`config.mk`:
```
export PLATFORM = sky130hd
export DESIGN_NAME = pcih_config_regs
export DESIGN_NICKNAME = d
export VERILOG_FILES = /design/src/design/pcih_window.v /design/src/design/pcih_config_regs.v
export VERILOG_INCLUDE_DIRS = /design/src /design/src/design
export SDC_FILE = /design/constraint.sdc
export NUM_CORES = 1
export LEC_CHECK = 0
export BUFFER_PORTS_ARGS = -buffer_cell sky130_fd_sc_hd__buf_2
export CAP_MARGIN = 5
export CORE_ASPECT_RATIO = 1.1
export CORE_MARGIN = 4
export CORE_UTILIZATION = 57
export DETAILED_ROUTE_END_ITERATION = 10
export GPL_TIMING_DRIVEN = 0
export PLACE_DENSITY_LB_ADDON = 0.15
export SLEW_MARGIN = 40
export SYNTH_ARGS = -nofsm -noshare
export SYNTH_HDL_FRONTEND = slang
export SYNTH_HIERARCHICAL = 1
export SYNTH_SLANG_ARGS = --single-unit
```
`constraint.sdc`:
```
create_clock -name pclk -period 2.9 [get_ports pclk]
set_input_delay 0.29 -clock pclk [delete_from_list [all_inputs] [get_ports pclk]]
set_output_delay 0.29 -clock pclk [all_outputs]
set_load 0.02 [all_outputs]
```
`src/design/pcih_map.vh`:
```
// Register map, field positions and reset values of the configuration header block.
`ifndef PCIH_MAP_VH
`define PCIH_MAP_VH
`define PCIH_ADDR_W 8
`define PCIH_OFF_CAT_LINE 8'h08
`define PCIH_OFF_LINE_HOLD 8'h0c
`define PCIH_OFF_WIN0 8'h10
`define PCIH_OFF_WIN5 8'h24
`define PCIH_WIN_STRIDE 8'h04
`define PCIH_OFF_HOLD_COUNT 8'h40
`define PCIH_CAT_RESET 24'hff0000
`define PCIH_LINE_RESET 8'h00
`define PCIH_HOLD_RESET 8'h00
`define PCIH_LAYOUT_KIND 8'h00
`define PCIH_HOLD_WMASK 8'hf8
`define PCIH_WIN_COUNT 6
`define PCIH_WIN_IO_BIT 0
`define PCIH_WIN_LOC_LSB 1
`define PCIH_WIN_LOC_MSB 2
`define PCIH_WIN_PREF_BIT 3
`define PCIH_LOC_64 2'b10
`define PCIH_PAIR_NONE 2'd0
`define PCIH_PAIR_W1W0 2'd1
`define PCIH_PAIR_W2W1 2'd2
`define PCIH_WIN_ADDR_LSB 4
`define PCIH_IO_ADDR_LSB 2
`endif

```
`src/design/pcih_window.v`:
```
// One base address window register with build-time size and type.
`timescale 1ns/1ps
`include "pcih_map.vh"
module pcih_window #(
	parameter [31:0] WINDOW_BUILD_PARAMETER = 32'h00000000,
	parameter IMPLEMENTED = 0,
	parameter UPPER_HALF = 0
) (
	input wire pclk,
	input wire presetn,
	input wire wr_en,
	input wire [31:0] wr_data,
	input wire [3:0] wr_strb,
	output wire [31:0] rd_value
);
	// Fixed low bits come from the build parameter; an upper half has none of its own.
	localparam IS_IO = (UPPER_HALF == 0) && WINDOW_BUILD_PARAMETER[`PCIH_WIN_IO_BIT];
	localparam integer ADDR_LSB = IS_IO ? `PCIH_IO_ADDR_LSB :
		(UPPER_HALF != 0 ? 0 : `PCIH_WIN_ADDR_LSB);
	localparam [31:0] LSB_MASK = ~((32'h00000001 << ADDR_LSB) - 32'h00000001);
	localparam [31:0] WMASK = (IMPLEMENTED != 0) ? (WINDOW_BUILD_PARAMETER & LSB_MASK) :
		32'h00000000;
	localparam [31:0] FIXED = (IMPLEMENTED != 0 && UPPER_HALF == 0) ?
		(WINDOW_BUILD_PARAMETER & ~LSB_MASK) : 32'h00000000;
	reg [31:0] base;
	wire [31:0] lane_mask;
	genvar g;
	generate
		for (g = 0; g < 4; g = g + 1) begin : lane
			assign lane_mask[g*8+7:g*8] = {8{wr_strb[g]}};
		end
	endgenerate
	always @(posedge pclk or negedge presetn) begin
		if (!presetn) begin
			base <= 32'h00000000;
		end else if (wr_en) begin
			base <= (base & ~(WMASK & lane_mask)) | (wr_data & WMASK & lane_mask);
		end
	end
	assign rd_value = (base & WMASK) | FIXED;
endmodule

```
`src/design/pcih_config_regs.v`:
```
// Configuration header registers behind an APB slave, with bus-hold countdown.
`timescale 1ns/1ps
`include "pcih_map.vh"
//////////////////////////////////////////////////////////////////////////////
// How it works
// - Read-only 24-bit category, reset value ff0000.
// - Category holds base, sub-category, programming interface.
// - Writable line size drives local-side output.
// - Line size, hold budget only when master-capable.
// - Hold budget: bits 2..0 zero, 7..3 writable.
// - Hold budget bounds master bus ownership time.
// - Working copy decrements each clock of bus ownership once started.
// - Hold budget reads zero after reset.
// - Layout kind reads 00, single function.
// - Up to six contiguous windows, at least one.
// - Window bit 0: memory 0, I/O 1.
// - Memory bits 2..1 give 32/64-bit location.
// - Memory bit 3 reports prefetchable.
// - Writable upper bits from parameter; low bits read fixed from parameter.
// - One 64-bit window on pair 1/0 or 2/1.
// - Lower register low half, higher one high.
module pcih_config_regs #(
	parameter [23:0] CATEGORY_CODE = `PCIH_CAT_RESET,
	parameter MASTER_CAPABLE = 1,
	parameter WINDOW_COUNT = 1,
	parameter [1:0] WIDE_PAIR = `PCIH_PAIR_NONE,
	parameter [31:0] WINDOW_BUILD_PARAMETER0 = 32'hff000000,
	parameter [31:0] WINDOW_BUILD_PARAMETER1 = 32'h00000000,
	parameter [31:0] WINDOW_BUILD_PARAMETER2 = 32'h00000000,
	parameter [31:0] WINDOW_BUILD_PARAMETER3 = 32'h00000000,
	parameter [31:0] WINDOW_BUILD_PARAMETER4 = 32'h00000000,
	parameter [31:0] WINDOW_BUILD_PARAMETER5 = 32'h00000000
) (
	input wire pclk,
	input wire presetn,
	input wire psel,
	input wire penable,
	input wire pwrite,
	input wire [31:0] paddr,
	input wire [31:0] pwdata,
	input wire [3:0] pstrb,
	output reg [31:0] prdata,
	output reg pready,
	output reg pslverr,
	input wire master_start,
	input wire master_active,
	output reg [7:0] line_size_words_out,
	output reg hold_expired
);
	//////////////////////////////////////////////////////////////////////////
	// Build-time settings are sanitised here so that a bad choice falls back to a legal layout.
	localparam LINE_PRESENT = (MASTER_CAPABLE != 0);
	localparam integer WIN_USED = (WINDOW_COUNT < 1) ? 1 :
		((WINDOW_COUNT > `PCIH_WIN_COUNT) ? `PCIH_WIN_COUNT : WINDOW_COUNT);
	localparam [31:0] LOWER_PARAM = (WIDE_PAIR == `PCIH_PAIR_W2W1) ?
		WINDOW_BUILD_PARAMETER1 : WINDOW_BUILD_PARAMETER0;
	localparam [1:0] LOWER_LOC = LOWER_PARAM[`PCIH_WIN_LOC_MSB:`PCIH_WIN_LOC_LSB];
	localparam PAIR_ROOM = (WIDE_PAIR == `PCIH_PAIR_W2W1) ? (WIN_USED > 2) : (WIN_USED > 1);
	// A pair is honoured only if its lower half is a memory window set for 64-bit space.
	localparam PAIR_OK = (WIDE_PAIR == `PCIH_PAIR_W1W0 || WIDE_PAIR == `PCIH_PAIR_W2W1) &&
		!LOWER_PARAM[`PCIH_WIN_IO_BIT] && (LOWER_LOC == `PCIH_LOC_64) && PAIR_ROOM;
	localparam [1:0] PAIR_USED = PAIR_OK ? WIDE_PAIR : `PCIH_PAIR_NONE;

	function [31:0] window_param;
		input integer idx;
		begin
			case (idx)
				0: window_param = WINDOW_BUILD_PARAMETER0;
				1: window_param = WINDOW_BUILD_PARAMETER1;
				2: window_param = WINDOW_BUILD_PARAMETER2;
				3: window_param = WINDOW_BUILD_PARAMETER3;
				4: window_param = WINDOW_BUILD_PARAMETER4;
				default: window_param = WINDOW_BUILD_PARAMETER5;
			endcase
		end
	endfunction

	function is_upper;
		input integer idx;
		begin
			is_upper = (PAIR_USED == `PCIH_PAIR_W1W0 && idx == 1) ||
				(PAIR_USED == `PCIH_PAIR_W2W1 && idx == 2);
		end
	endfunction

	// Decodes one register word; anything above the header's byte range misses.
	function reg_hit;
		input [31:0] addr;
		input [7:0] offset;
		begin
			reg_hit = (addr[31:`PCIH_ADDR_W] == 24'h000000) &&
				({addr[`PCIH_ADDR_W-1:2], 2'b00} == offset);
		end
	endfunction

	//////////////////////////////////////////////////////////////////////////
	// APB decode: access phase with one wait state; unmapped reads zero, no error.
	wire access = psel && penable && !pready;
	wire wr_access = access && pwrite;

	reg [7:0] line_size;
	reg [7:0] hold_budget;
	reg [7:0] hold_count;
	wire [31:0] win_rd [0:5];
	wire [5:0] win_hit;

	genvar n;
	generate
		for (n = 0; n < `PCIH_WIN_COUNT; n = n + 1) begin : win
			// Contiguous from window 0: index below count is present.
			localparam PRESENT = (n < WIN_USED);
			localparam [31:0] WIN_OFF = `PCIH_OFF_WIN0 + `PCIH_WIN_STRIDE * n;
			assign win_hit[n] = reg_hit(paddr, WIN_OFF[`PCIH_ADDR_W-1:0]);
			pcih_window #(
				.WINDOW_BUILD_PARAMETER(window_param(n)),
				.IMPLEMENTED(PRESENT ? 1 : 0),
				.UPPER_HALF(is_upper(n) ? 1 : 0)
			) u_win (
				.pclk(pclk),
				.presetn(presetn),
				.wr_en(wr_access && win_hit[n]),
				.wr_data(pwdata),
				.wr_strb(pstrb),
				.rd_value(win_rd[n])
			);
		end
	endgenerate

	//////////////////////////////////////////////////////////////////////////
	// Line size and hold budget.
	wire hit_line_hold = reg_hit(paddr, `PCIH_OFF_LINE_HOLD);
	always @(posedge pclk or negedge presetn) begin
		if (!presetn) begin
			line_size <= `PCIH_LINE_RESET;
			hold_budget <= `PCIH_HOLD_RESET;
		end else if (wr_access && hit_line_hold && LINE_PRESENT) begin
			if (pstrb[0]) begin
				line_size <= pwdata[7:0];
			end
			if (pstrb[1]) begin
				hold_budget <= pwdata[15:8] & `PCIH_HOLD_WMASK;
			end
		end
	end

	// Working copy: loaded when a master transaction starts, counts down per clock while master_active is high.
	localparam [1:0] HOLD_IDLE = 2'b00;
	localparam [1:0] HOLD_RUN = 2'b01;
	localparam [1:0] HOLD_OUT = 2'b10;
	reg [1:0] hold_state;
	reg [1:0] next_hold_state;
	reg [7:0] next_hold_count;
	always @* begin
		next_hold_state = hold_state;
		next_hold_count = hold_count;
		if (!LINE_PRESENT) begin
			next_hold_state = HOLD_IDLE;
			next_hold_count = 8'h00;
		end else if (master_start) begin
			next_hold_count = hold_budget;
			if (hold_budget == 8'h00) begin
				next_hold_state = HOLD_OUT;
			end else begin
				next_hold_state = HOLD_RUN;
			end
		end else begin
			case (hold_state)
				HOLD_IDLE: begin
					next_hold_state = HOLD_IDLE;
				end
				HOLD_RUN: begin
					// The count freezes while this function does not own the bus.
					if (master_active && hold_count != 8'h00) begin
						next_hold_count = hold_count - 8'h01;
						if (hold_count == 8'h01) begin
							next_hold_state = HOLD_OUT;
						end
					end
				end
				HOLD_OUT: begin
					if (!master_active) begin
						next_hold_state = HOLD_IDLE;
					end
				end
				default: begin
					next_hold_state = HOLD_IDLE;
				end
			endcase
		end
	end

	always @(posedge pclk or negedge presetn) begin
		if (!presetn) begin
			hold_state <= HOLD_IDLE;
			hold_count <= 8'h00;
			hold_expired <= 1'b0;
		end else begin
			hold_state <= next_hold_state;
			hold_count <= next_hold_count;
			hold_expired <= (next_hold_state == HOLD_OUT);
		end
	end

	always @(posedge pclk or negedge presetn) begin
		if (!presetn) begin
			line_size_words_out <= `PCIH_LINE_RESET;
		end else begin
			line_size_words_out <= LINE_PRESENT ? line_size : 8'h00;
		end
	end

	//////////////////////////////////////////////////////////////////////////
	// Read mux.
	reg [31:0] next_rdata;
	integer k;
	always @* begin
		next_rdata = 32'h00000000;
		if (reg_hit(paddr, `PCIH_OFF_CAT_LINE)) begin
			next_rdata = {CATEGORY_CODE, 8'h00};
		end else if (hit_line_hold) begin
			if (LINE_PRESENT) begin
				next_rdata = {8'h00, `PCIH_LAYOUT_KIND, hold_budget, line_size};
			end else begin
				next_rdata = {8'h00, `PCIH_LAYOUT_KIND, 16'h0000};
			end
		end else if (reg_hit(paddr, `PCIH_OFF_HOLD_COUNT)) begin
			next_rdata = {24'h000000, hold_count};
		end else begin
			for (k = 0; k < `PCIH_WIN_COUNT; k = k + 1) begin
				if (win_hit[k]) begin
					next_rdata = win_rd[k];
				end
			end
		end
	end

	always @(posedge pclk or negedge presetn) begin
		if (!presetn) begin
			prdata <= 32'h00000000;
			pready <= 1'b0;
			pslverr <= 1'b0;
		end else begin
			pready <= access;
			pslverr <= 1'b0;
			if (access && !pwrite) begin
				prdata <= next_rdata;
			end
		end
	end
endmodule

```
After elaboration in Yosys (flattened, before gate mapping)
Cells that the tools add are included.
{"block": "totals", "mem_bits_rw": 0, "latchBits": 0, "romBits": 0, "ff_bits": 97, "out_inout_bits": 43, "n_memories": 0, "wordCells": 71, "inputBits": 75}
{"block": "classes", "mul": 0, "n_eq_ne": 13, "magnitude_cmp": 0, "addsub": 1, "reduce_logical": 26, "n_div": 0, "shifts": 0, "n_bitwise": 4, "mux": 18}
{"op": "$mux 32", "n": 9}
{"op": "$and 32x32->32", "n": 2}
{"op": "$not 32->32", "n": 1}
{"op": "$or 32x32->32", "n": 1}
{"op": "$eq 6x3->1 const B", "n": 4}
{"op": "$logic_not 24->1", "n": 1}
{"op": "$mux 8", "n": 3}
{"op": "$logic_and 1x1->1", "n": 16}
{"op": "$eq 6x2->1 const B", "n": 2}
{"op": "$eq 6x4->1 const B", "n": 2}
{"op": "$mux 2", "n": 5}
{"op": "$eq 8x1->1 const B", "n": 1}
{"op": "$logic_not 8->1", "n": 1}
{"op": "$reduce_bool 8->1", "n": 1}
{"op": "$sub 8x1->8 const B", "n": 1}
{"op": "$eq 6x5->1 const B", "n": 1}
{"op": "$reduce_and 2->1", "n": 3}
{"op": "$eq 2x2->1 const B", "n": 2}
{"op": "$pmux 2 s2", "n": 1}
{"op": "$reduce_bool 2->1", "n": 2}
{"op": "$eq 2x1->1 const B", "n": 1}
{"op": "$logic_not 1->1", "n": 2}

Longest topological paths before layout
{"block": "depth", "ltp_word": 11, "ltp_mapped": 8, "mapped_depth_nobuf": 7}

Hierarchy
The synthesis kept the hierarchy.
{"module": "pcih_config_regs", "cells_per_inst": 432, "seq_area_each_um2": 1626.6, "area_each_um2": 4399.2, "instances": 1}
{"module": "pcih_window (win[1].u_win ...)", "cells_per_inst": 33, "seq_area_each_um2": 0.0, "area_each_um2": 244.0, "instances": 5}
{"module": "pcih_window (win[0].u_win)", "cells_per_inst": 42, "seq_area_each_um2": 200.2, "area_each_um2": 480.5, "instances": 1}

Worst setup path after synthesis
No wires, ideal clock.
{"block": "synth_timing", "path_kind": "input port to flip-flop", "from": "input port paddr[26]", "to": "register with a tool-made name", "required_time_ns": 2.775, "t_arrival_ns": 2.075, "setup_ns": 0.125, "slack_ns": 0.700, "cell_stages": 7, "n_path_buf": 0, "path_cell_list": "nor4_1 > nand4_1 > nor2_1 > nand3_1 > nor4_1 > nand2_2 > mux2_2"}
{"element": "start, declared", "line_no": "pcih_config_regs.v:39", "source": "input wire [31:0] paddr,"}

==> flow_summary.ini <==
[drt]
drt-initial-drc-count = 291
wl_per_cell_um = 13.3
drt-pass1-iter-count = 5
remaining_drc_errors = 0
route.vias.total = 5149
via_per_inst = 4.80
ant_nets = 0
routed_wl_um = 14200

[worst_hold_path]
hold_path_depth = 2
min_from = pwdata[30]
hold_path.class = in2reg

[floorplan]
rows = 39
ios = 118
die_w_um = 106
coreArea_mm2 = 0.0104
start_util = 0.584
die_area_mm2 = 0.0124
fp.dieH_um = 116

[run_status]
status = finished clean

[grt]
grt_overflow = 0
grt_pass1_wl_um = 23300
antenna_found_initial = 0
grt_start_max_net_pins = 42
grtUsageTotal = 0.238
grt_pass1_vias = 4915

[logic_synthesis]
avgSynthCellArea_um2 = 9.58
yosysWarnings = 6
netlist_area_mm2 = 0.00607
syn_inst = 634

[critical_path]
reg2reg_from = pready
crit_path_start_kind = input pin
timing.rr.end = prdata[22]
reg2reg_slack_ps = 670
critPathMaxFanout = 10
crit_required_ps = 3120
rr_worst_depth = 8
path_class = in2reg
cp-end-kind = flip-flop
arrival_ps = 2750

[clock_tree]
cts_buffer_depth = 2
cts_resized = 0
numCtsBuffers = 9
clkLatencyLatePin_ps = 330
clock_sinks = 73
htree_levels = 3
tritoncts = yes
cts_root_buffer = clkbuf_16
cts.clk_slew.worst_paths_ps = 60

[timing]
max_freq_mhz = 395
finalHoldViolations = 0
tightest_slew_ps = 698
skew_ps = 10.5
finalCritPeriodShare = 0.874
finalSetupTns_ps = 0
fin_crit_ps = 2530
rsz0062_at_grt = no
final-setup-viol-count = 0
max_slew_margin = 0.531
slew_viol_final = 0

[placement]
hpwl_um = 11700
place_area_mm2 = 0.00746
gp_congestion = 0.886
io_buffers = 102

[cells_and_area]
final_area_mm2 = 0.00776
layout-drive-gt1-share = 0.419
final_nets = 1006
finish.utilization = 0.747
antennaDiodeCount = 0
syn_to_final_growth_pct = 27.7

[power_and_ir_drop]
irDropWorstVdd_mv = 0.286
p_per_area_mw_per_mm2 = 348
power_w = 0.00270
p_leak_nw = 4.09

[job]
max-cap-violations = 0
-- layout by cell type (no fill, tap or decap), types with 3 or more instances in the layout --
cell and n:
a21oi_1 12, a221o_1 8, a221oi_1 6, a222oi_1 12, a22o_1 13, a32oi_1 5, buf_1 4, buf_2 113
buf_4 187, clkbuf_1 16, clkbuf_16 9, conb_1 185, dfrtp_1 73, ha_1 4, inv_1 4, mux2_2 33
mux4_2 21, nand2_1 42, nand2b_1 9, nand3_1 4, nor2_1 21, nor2_2 3, nor3_1 21, nor4_1 9
o2111ai_1 8, o211ai_1 5, o21ai_0 22, o2bb2ai_1 4, o31ai_1 17, or2_2 12, xnor2_1 3, xor2_1 3
-- how the worst max path moves through the flow --
stage	start	depth (start not counted)	slack, ps	endpoint
5_1_grt	paddr[27]	8	190	flip-flop
3_5_place_dp	paddr[27]	8	110	flip-flop
2_1_floorplan	paddr[26]	7	840	flip-flop
3_3_place_gp	paddr[26]	8	220	flip-flop
4_1_cts	paddr[27]	8	350	flip-flop
6_report	paddr[27]	8	370	flip-flop
-- worst max-delay path, stage by stage --
cell     delay (ps)
buf_2           100
nor4_1          290
nand4_1         260
nor2_1          570
nand3_1         220
nor4_1          430
nand2_2         250
mux2_2          340
-- report_power, final --
part | switching (W) | leakage, nW | internal (W)
sequential | 0.0000125 | 0.998 | 0.00104
clock | 0.000397 | 0.137 | 0.000678
combinational | 0.000251 | 2.95 | 0.000315
total | 0.000661 | 4.09 | 0.00204
-- metrics by stage --
step	hold slack, ps	worst slack (ps)	cells
4_1_cts	179	354	1073
2_1_floorplan	-5.59	840	812
6_report	185	365	1073
5_1_grt	185	193	1073
3_5_place_dp	186	106	1058
3_3_place_gp	385	219	1057
-- timing repair --
action,CTS,global route
hold endpoints to repair,32,0
setup buffers,0,0
hold buffers,1,0
-- metal layers --
metal / vias up / global-route usage / share of wire
met3: 35 / 0.0332 / 0.051
met5: - / 0 / 0
met4: 0 / 0.0997 / 0.028
met1: 2442 / 0.287 / 0.40
li1: 2523 / - / -
met2: 149 / 0.430 / 0.52
-- final cells by class --
cell class	count	area [um2]
fill	803	2630
buffer	218	1540
clock inverter	3	42.5
multi-input combinational	517	3370
inverter	4	15.0
tap	143	179
timing repair buffer	104	547
sequential	73	1830
clock buffer	11	243
No activity file was read; power rests on OpenSTA's default activity.
